`src/pkg/interval_timer_map.vh`:
```
// Constants for the interval timer with compare channels.
// Assumes inclusion by bare name from the design files.
`ifndef INTERVAL_TIMER_MAP_VH
`define INTERVAL_TIMER_MAP_VH

// Clock source select codes
`define SRC_EXT_CLK      2'h0
`define SRC_AUX_CLK      2'h1
`define SRC_SUB_CLK      2'h2
`define SRC_INV_EXT_CLK  2'h3

// Count modes
`define MODE_STOP        2'h0
`define MODE_UP          2'h1
`define MODE_CONT        2'h2
`define MODE_UPDOWN      2'h3

// Input divider codes
`define DIV_1            2'h0
`define DIV_2            2'h1
`define DIV_4            2'h2
`define DIV_8            2'h3

// Control word fields
`define CTL_SRC_LSB      8
`define CTL_DIV_LSB      6
`define CTL_MODE_LSB     4
`define CTL_CLR_BIT      2
`define CTL_RESET_VAL    16'h0000

// Vector word codes
`define VEC_NONE         4'h0
`define VEC_CH1          4'h2
`define VEC_CH2          4'h4
`define VEC_WRAP         4'hA

`define COUNT_ZERO       16'h0000
`define COUNT_ONE        16'h0001
`define DIV_CNT_ZERO     3'h0

`endif

```
`src/design/interval_timer_compare.v`:
```
// Interval timer with two compare channels and a wrap flag.
// Assumes control and compare values come as plain ports, writes are
// one-cycle strobes, and all count clocks are slow compared to clk_sys_i.
`timescale 1ns/1ps
`default_nettype none
`include "interval_timer_map.vh"

module interval_timer_compare
#(
    parameter W = 16
)
(
    input  wire         clk_sys_i,                // System clock, 50 MHz
    input  wire         rst_n_i,                  // Power-on reset, active low
    input  wire         external_count_clock_i,   // External timer clock
    input  wire         aux_clock_i,              // Auxiliary clock
    input  wire         subsystem_clock_i,        // Subsystem clock
    input  wire         ctl_wr_i,                 // Full control word write strobe
    input  wire [W-1:0] ctl_wdata_i,              // Control word write data
    input  wire         period_wr_i,              // Period compare write strobe
    input  wire [W-1:0] period_wdata_i,           // Period compare data
    input  wire         ch1_wr_i,                 // Channel 1 compare write strobe
    input  wire [W-1:0] ch1_wdata_i,              // Channel 1 compare data
    input  wire         ch1_cmp_mode_i,           // Channel 1 in compare mode
    input  wire         ch2_wr_i,                 // Channel 2 compare write strobe
    input  wire [W-1:0] ch2_wdata_i,              // Channel 2 compare data
    input  wire         ch2_cmp_mode_i,           // Channel 2 in compare mode
    input  wire         flag_clr_i,               // Clear all flags strobe
    output reg  [W-1:0] running_count_o,          // Running count
    output reg  [W-1:0] timer_control_word_o,     // Control word readback
    output reg  [3:0]   timer_vector_word_o,      // Highest pending source
    output reg          wrap_flag_o,              // Sticky wrap flag
    output reg          ch1_flag_o,               // Sticky channel 1 flag
    output reg          ch2_flag_o                // Sticky channel 2 flag
);

    reg  [W-1:0] period_compare_value_q;
    reg  [W-1:0] ch1_compare_value_q;
    reg  [W-1:0] ch2_compare_value_q;
    reg  [2:0]   div_cnt_q;
    reg  [W-1:0] count_d;
    reg          src_level;
    reg          step;
    reg          wrap_ev;
    wire         src_rise;
    wire [1:0]   src_sel = timer_control_word_o[`CTL_SRC_LSB+1:`CTL_SRC_LSB];
    wire [1:0]   input_divider_field = timer_control_word_o[`CTL_DIV_LSB+1:`CTL_DIV_LSB];
    wire [1:0]   mode = timer_control_word_o[`CTL_MODE_LSB+1:`CTL_MODE_LSB];
    wire         count_clear_bit = ctl_wr_i & ctl_wdata_i[`CTL_CLR_BIT];
    wire         ch1_hit;
    wire         ch2_hit;

    // Divider terminal value for a divider code
    function [2:0] div_last;
        input [1:0] code;
        begin
            case (code)
                `DIV_1:  div_last = 3'h0;
                `DIV_2:  div_last = 3'h1;
                `DIV_4:  div_last = 3'h3;
                default: div_last = 3'h7;
            endcase
        end
    endfunction

    // ****************************************************************
    // Source selection and synchronisation
    // ****************************************************************

    always @*
    begin
        case (src_sel)
            `SRC_EXT_CLK:     src_level = external_count_clock_i;
            `SRC_AUX_CLK:     src_level = aux_clock_i;
            `SRC_SUB_CLK:     src_level = subsystem_clock_i;
            `SRC_INV_EXT_CLK: src_level = ~external_count_clock_i;
            default:          src_level = 1'b0;
        endcase
    end

    // Edges cross into the system clock domain
    count_edge_sync i_count_edge_sync
    (
        .clk_sys_i (clk_sys_i),
        .rst_n_i   (rst_n_i),
        .level_i   (src_level),
        .rise_o    (src_rise)
    );

    // ****************************************************************
    // Divider and count step
    // ****************************************************************

    // Step only at divider terminal, even right after a clear
    // A step that meets a clear is dropped, so no flag claims a lost count
    always @*
    begin
        step = src_rise && (mode != `MODE_STOP) && !count_clear_bit
               && (div_cnt_q == div_last(input_divider_field));
    end

    // Next count value; wrap when leaving the period value in up mode, or on rollover to zero in continuous mode
    always @*
    begin
        count_d = running_count_o;
        wrap_ev = 1'b0;
        if (step)
        begin
            case (mode)
                `MODE_UP:
                begin
                    // Wrap only on period to zero
                    if (running_count_o == period_compare_value_q)
                    begin
                        count_d = `COUNT_ZERO;
                        wrap_ev = 1'b1;
                    end
                    else
                    begin
                        count_d = running_count_o + `COUNT_ONE;
                    end
                end
                `MODE_CONT:
                begin
                    count_d = running_count_o + `COUNT_ONE;
                    wrap_ev = (count_d == `COUNT_ZERO);
                end
                default:
                begin
                    count_d = running_count_o + `COUNT_ONE;
                end
            endcase
        end
    end

    // ****************************************************************
    // Compare detection
    // ****************************************************************

    // Match checked on each count step against live values, so
    // a compare moved forward by one still matches the next increment
    assign ch1_hit = ch1_cmp_mode_i && step && (count_d == ch1_compare_value_q);
    assign ch2_hit = ch2_cmp_mode_i && step && (count_d == ch2_compare_value_q);

    // ****************************************************************
    // Registers
    // ****************************************************************

    // Count, divider and control state
    always @(posedge clk_sys_i)
    begin
        if (!rst_n_i)
        begin
            running_count_o        <= `COUNT_ZERO;
            div_cnt_q              <= `DIV_CNT_ZERO;
            timer_control_word_o   <= `CTL_RESET_VAL;
            period_compare_value_q <= `COUNT_ZERO;
            ch1_compare_value_q    <= `COUNT_ZERO;
            ch2_compare_value_q    <= `COUNT_ZERO;
        end
        else
        begin
            // Control only changes on its own write, never on compare updates
            if (ctl_wr_i)
            begin
                timer_control_word_o <= ctl_wdata_i & ~(16'h0001 << `CTL_CLR_BIT);
            end
            if (period_wr_i)
            begin
                period_compare_value_q <= period_wdata_i;
            end
            if (ch1_wr_i)
            begin
                ch1_compare_value_q <= ch1_wdata_i;
            end
            if (ch2_wr_i)
            begin
                ch2_compare_value_q <= ch2_wdata_i;
            end
            // Clear bit zeroes count and restarts divider
            if (count_clear_bit)
            begin
                running_count_o <= `COUNT_ZERO;
                div_cnt_q       <= `DIV_CNT_ZERO;
            end
            else if (src_rise && mode != `MODE_STOP)
            begin
                running_count_o <= count_d;
                div_cnt_q       <= step ? `DIV_CNT_ZERO : div_cnt_q + 3'h1;
            end
        end
    end

    // Sticky flags; a new event beats a same-cycle clear
    always @(posedge clk_sys_i)
    begin
        if (!rst_n_i)
        begin
            wrap_flag_o <= 1'b0;
            ch1_flag_o  <= 1'b0;
            ch2_flag_o  <= 1'b0;
        end
        else
        begin
            wrap_flag_o <= wrap_ev | (wrap_flag_o & ~flag_clr_i);
            ch1_flag_o  <= ch1_hit | (ch1_flag_o & ~flag_clr_i);
            ch2_flag_o  <= ch2_hit | (ch2_flag_o & ~flag_clr_i);
        end
    end

    // Vector word, priority channel 1 then 2 then wrap
    always @(posedge clk_sys_i)
    begin
        if (!rst_n_i)
        begin
            timer_vector_word_o <= `VEC_NONE;
        end
        // Full control write clears the vector
        else if (ctl_wr_i)
        begin
            timer_vector_word_o <= `VEC_NONE;
        end
        else if (ch1_hit || ch1_flag_o)
        begin
            timer_vector_word_o <= `VEC_CH1;
        end
        else if (ch2_hit || ch2_flag_o)
        begin
            timer_vector_word_o <= `VEC_CH2;
        end
        else if (wrap_ev || wrap_flag_o)
        begin
            timer_vector_word_o <= `VEC_WRAP;
        end
        else
        begin
            timer_vector_word_o <= `VEC_NONE;
        end
    end

endmodule

`default_nettype wire

```
`src/design/count_edge_sync.v`:
```
// Edge synchroniser for the selected count clock.
// Assumes the count clock is a slow level sampled by clk_sys_i.
`timescale 1ns/1ps
`default_nettype none

module count_edge_sync
(
    input  wire clk_sys_i,   // System clock
    input  wire rst_n_i,     // Sync reset, active low
    input  wire level_i,     // Raw count clock level
    output reg  rise_o       // One-cycle rising edge pulse
);

    reg sync1_q;
    reg sync2_q;
    reg prev_q;

    // Two-flop synchroniser, edge taken only after the second stage
    always @(posedge clk_sys_i)
    begin
        if (!rst_n_i)
        begin
            sync1_q <= 1'b0;
            sync2_q <= 1'b0;
            prev_q  <= 1'b0;
            rise_o  <= 1'b0;
        end
        else
        begin
            sync1_q <= level_i;
            sync2_q <= sync1_q;
            prev_q  <= sync2_q;
            rise_o  <= sync2_q & ~prev_q;
        end
    end

endmodule

`default_nettype wire

```
`config.mk`:
```
export PLATFORM = sky130hd
export DESIGN_NAME = interval_timer_compare
export DESIGN_NICKNAME = d
export VERILOG_FILES = /design/src/design/interval_timer_compare.v /design/src/design/count_edge_sync.v
export VERILOG_INCLUDE_DIRS = /design/src /design/src/pkg
export SDC_FILE = /design/constraint.sdc
export NUM_CORES = 1
export LEC_CHECK = 0
export BUFFER_PORTS_ARGS = -buffer_cell sky130_fd_sc_hd__buf_2
export CAP_MARGIN = 30
export CORE_MARGIN = 8
export CORE_UTILIZATION = 55
export CTS_CLUSTER_DIAMETER = 30
export CTS_CLUSTER_SIZE = 24
export DETAILED_ROUTE_END_ITERATION = 6
export PLACE_DENSITY = 0.77
export SETUP_SLACK_MARGIN = 0.02
export SLEW_MARGIN = 15
export SYNTH_ARGS = -nofsm -noshare
export SYNTH_HDL_FRONTEND = slang
export SYNTH_SLANG_ARGS = --single-unit
```
`constraint.sdc`:
```
create_clock -name clk_sys_i -period 3.5 [get_ports clk_sys_i]
set_input_delay 0.175 -clock clk_sys_i [delete_from_list [all_inputs] [get_ports clk_sys_i]]
set_output_delay 0.175 -clock clk_sys_i [all_outputs]
set_load 0.005 [all_outputs]
```
==> results.md <==
Global route:
- Across every metal layer, demand over resource in global routing totals 0.2723.
- The number of global-route vias before repair came to 5,120.
- The largest net degree at the start of global routing is 72.
- The sum of overflow across all layers after global routing is 0.
- The global-route wire length before repair is 28.08 mm.
- The initial antenna violation count came to 1.

Worst setup path:
- The endpoint of the most critical setup path is ch1_flag_o.
- In this run the critical register-to-register path is captured at ch1_flag_o.
- The worst reg2reg path depth is 11.
- The startpoint type of the worst setup path is a register.
- In this run the critical register-to-register path is launched from timer_control_word_o[4].
- In this run the worst path has a maximum fanout of 31.
- STA classifies the critical path endpoint as a register.
- The required time at the worst-slack endpoint is 3.81 ns.
- The source of the critical timing path is timer_control_word_o[4].
- The worst-case register-to-register setup slack is 0.16 ns.
- STA puts the critical path data arrival time at 3.65 ns.
- The critical path is of the register to register type.

Drt:
- In the final routed layout, each cell accounts on average for 21.10 um.
- The number of nets with antenna violations after routing is 0.
- The detailed router placed 5,259 vias in this run.
- The number of design rule violations left after detail routing is 0.
- The length of the first detailed-routing pass in iterations is 6.
- The number of vias per cell is 6.045.
- For this block, the initial DRC count from the detailed router was 396.
- Summed over all layers, the routed wires come to 18.36 mm.

STA:
- The number of pins exceeding their max-slew limit in the final report was 0.
- Across all hold checks on the routed design, the worst slack comes to 0.05089 ns.
- The count of final hold-check violations is 0.
- The fmax is 0.2995 GHz.
- The worst relative slew slack is 0.4152.
- Summed over all failing endpoints, the final setup total negative slack is 0 ns.
- At the pin with the least slew margin, the transition time is 0.8739 ns.
- The worst clock skew is 0.009612 ns.
- The final worst-path setup slack is 0.1611 ns.
- Dividing the final minimum period by the clock period gives 0.9540.
- The number of setup violations in the final report is 0.
- Setup repair after global routing left no endpoint under its margin.
- After layout, the minimum clock period comes to 3.339 ns.

Die:
- The core region is 9774 sq um.
- For this configuration, the core starts out at a cell density of 0.5684.
- Pin placement for this block handled 115 I/O pins.
- The die covers 13,570 sq um.
- The die span in y is 116.5 um.
- The floorplan has 36 rows.
- The die width is 116.5 um.

Yosys:
- In the synthesized netlist the async set-or-reset flop fraction comes to 0.
- After synthesis, the mean cell area works out to 8.832 sq um.
- The area of the mapped netlist is 5555 sq um.
- The most used flip-flop cell after synthesis is sky130_fd_sc_hd__dfxtp_1.
- The number of flip-flops and latches in the synthesized netlist is 92.
- The number of warnings printed during yosys synthesis is 0.
- Summed over all instances, the cell type with the most area after synthesis is sky130_fd_sc_hd__dfxtp_1.
- The sequential fraction of the synthesis area is 0.3315.
- The number of flops mapped to enable cells by yosys is 0.
- Of the post-synthesis cell area, the dominant cell type holds 0.3315.
- The synthesized netlist contains 84 unique library cells.
- By area the synthesized netlist is led by sky130_fd_sc_hd__dfxtp_1, sky130_fd_sc_hd__mux2i_1, sky130_fd_sc_hd__nor2b_1.
- The number of standard cells after synthesis is 629.

Clocking:
- The number of buffers between clock root and the deepest sink is 2.
- Clock latency on the worst-skew pair, taken at its later pin, is 0.37 ns.
- TritonCTS built the clock tree.
- The H-tree was split into 3 levels.
- After clock tree synthesis, the clock-pin slew on the worst setup and hold paths is 0.10 ns.
- Buffers inserted to repair hold after CTS numbered 0.
- The clock drives 92 sinks.
- The tree is rooted in a sky130_fd_sc_hd__clkbuf_8.
- In this run, CTS created clock tree buffers numbering 9.

Power:
- The sequential fraction of design power is 0.517.
- The share of total power dissipated in combinational logic is 0.132.
- The switching share of power is 0.2775.
- The share of total power dissipated in the clock network is 0.351.
- The total power of the final layout is 2.199 mW.
- The internal power contribution is 1.589 mW.
- For this design the ratio of total power to cell area is 342.9 nW/um^2.
- The peak supply drop is 268.9 uV.
- The total leakage power is 2.797 nW.
- In this run the power spent charging and discharging nets is 610.3 uW.

Place:
- The number of input and output port buffers inserted is 112.
- Detailed placement ended at an HPWL of 14.32 mm.
- The placer congestion estimate is 0.9541.
- At the placement stage, the worst setup path has a slack of 0.2530 ns.
- Summing all placed instances gives a cell area of 6191 sq um.

Cells and area:
- The number of antenna cells inserted is 0.
- The number of nets at the end of the flow is 813.
- The multi-input combinational cells in the finished layout cover a total of 3402 sq um.
- Of the cells placed in the final design, the portion with a size suffix greater than 1 is 0.2551.
- The fill cell instance count of the final layout is 855.
- Compared with the post-synthesis result, the final layout area differs by 15.43%.
- The most common library cell in the layout ignoring fill and taps is sky130_fd_sc_hd__buf_2.
- The library cells used most frequently in the layout, excluding fill and tap cells, are sky130_fd_sc_hd__buf_2, sky130_fd_sc_hd__dfxtp_1, sky130_fd_sc_hd__nor2b_1, sky130_fd_sc_hd__mux2i_1, sky130_fd_sc_hd__nand2_1.
- With fillers left out, the area of the finished cells amounts to 6412 sq um.
- The register cell area after layout is 1843 sq um.

Hold path:
- The class of the tightest hold or removal check is input port to register.
- The worst hold path begins at period_wdata_i[3].

Run:
- The reported max-cap violation count is 0.

Outcome:
- The flow ran to the end, and the final reports show no timing, DRC or antenna violations.
registers in the layout, indices dropped and copies added, names as in the netlist:
name                       count
ch2_compare_value_q           16
i_count_edge_sync.sync2_q      1
wrap_flag_o                    1
ch1_flag_o                     1
timer_vector_word_o            3
ch1_compare_value_q           16
timer_control_word_o          15
i_count_edge_sync.sync1_q      1
ch2_flag_o                     1
i_count_edge_sync.prev_q       1
running_count_o               16
period_compare_value_q        16
i_count_edge_sync.rise_o       1
div_cnt_q                      3
power groups by stage:
stage | combinational (mW) | clock (mW) | sequential [mW]
floorplan | 0.195 | 0 | 1.14
global placement | 0.279 | 0 | 1.16
detailed placement | 0.289 | 0 | 1.16
CTS | 0.289 | 0.779 | 1.14
global route | 0.317 | 0.816 | 1.14
finish | 0.291 | 0.771 | 1.14
cells in the mapped netlist, drive strengths merged, types with 3 or more instances:
library cell  count
a211oi            8
a21o              5
a21oi            20
a221oi            4
a22o              5
a22oi             4
and2              9
and3              8
and4              3
buf              24
clkbuf           21
dfxtp            92
ha                5
inv              14
mux2i            67
nand2            48
nand2b            7
nand3            16
nand4            13
nor2             25
nor2b            72
nor3             12
nor4             11
o211ai            6
o21ai            28
o22ai             8
or2               5
or3               9
or4               3
xnor2            14
xor2             20
worst max-delay path: stages (launching register included):
cell and delay, ns:
sky130_fd_sc_hd__dfxtp_1 0.39, sky130_fd_sc_hd__inv_1 0.09, sky130_fd_sc_hd__ha_1 0.21, sky130_fd_sc_hd__nand2b_1 0.25, sky130_fd_sc_hd__a21oi_4 0.41, sky130_fd_sc_hd__o21ai_4 0.34, sky130_fd_sc_hd__a21oi_2 0.40, sky130_fd_sc_hd__o21ai_0 0.19
sky130_fd_sc_hd__a2111oi_0 0.38, sky130_fd_sc_hd__o2111a_1 0.29, sky130_fd_sc_hd__and2_4 0.18, sky130_fd_sc_hd__o21a_1 0.13
cell families (layout without fill, tap and decap cells):
family	after synthesis	after routing	synth area share
xor gates and xnor gates	35	35	0.05766
muxes	68	68	0.1227
buffers and inverters	59	166	0.06104
AOI/OAI and AO/OA	119	119	0.1534
DFF	92	92	0.3315
adders and majority gates	5	5	0.01126
and+or+nand+nor	250	250	0.2617
other	1	2	0.0006750
area by class of cell:
class,instances,area share
clock buffer,10,0.02146
timing repair buffer,136,0.1155
tap,133,0.02595
multi-input combinational,479,0.5305
clock inverter,6,0.01093
inverter,14,0.008195
sequential,92,0.2874
per-layer routing:
| metal | vias up | GRT usage | part of all wire |
|---|---|---|---|
| met2 | 288 | 0.4380 | 0.45 |
| li1 | 2454 | - | - |
| met4 | 0 | 0.1167 | 0.031 |
| met3 | 48 | 0.05843 | 0.093 |
| met1 | 2469 | 0.3445 | 0.42 |
| met5 | - | 0 | 0 |
metrics by stage:
step,utilization,instances
2_1_floorplan,-,630
3_3_place_gp,0.6334,854
4_1_cts,0.6546,870
5_1_grt,0.6560,870
6_report,0.6560,870
3_5_place_dp,0.6334,854
how the worst min path moves through the flow:
stage / to / slack (ns) / cells after the start
after floorplan: ch2_compare_value_q[7] / 0.34 / 2
after global placement: i_count_edge_sync.rise_o / 0.37 / 1
after CTS: period_compare_value_q[3] / 0.04 / 3
final: period_compare_value_q[3] / 0.05 / 3
after global routing: timer_control_word_o[10] / 0.06 / 3
after detailed placement: i_count_edge_sync.rise_o / 0.38 / 1
timing repair:
item / in CTS / in global routing
setup endpoints to repair: 0 / 2
buffers inserted: 0 / 0
gates resized for setup: 0 / 3
Power figures use the tool's default switching activity.
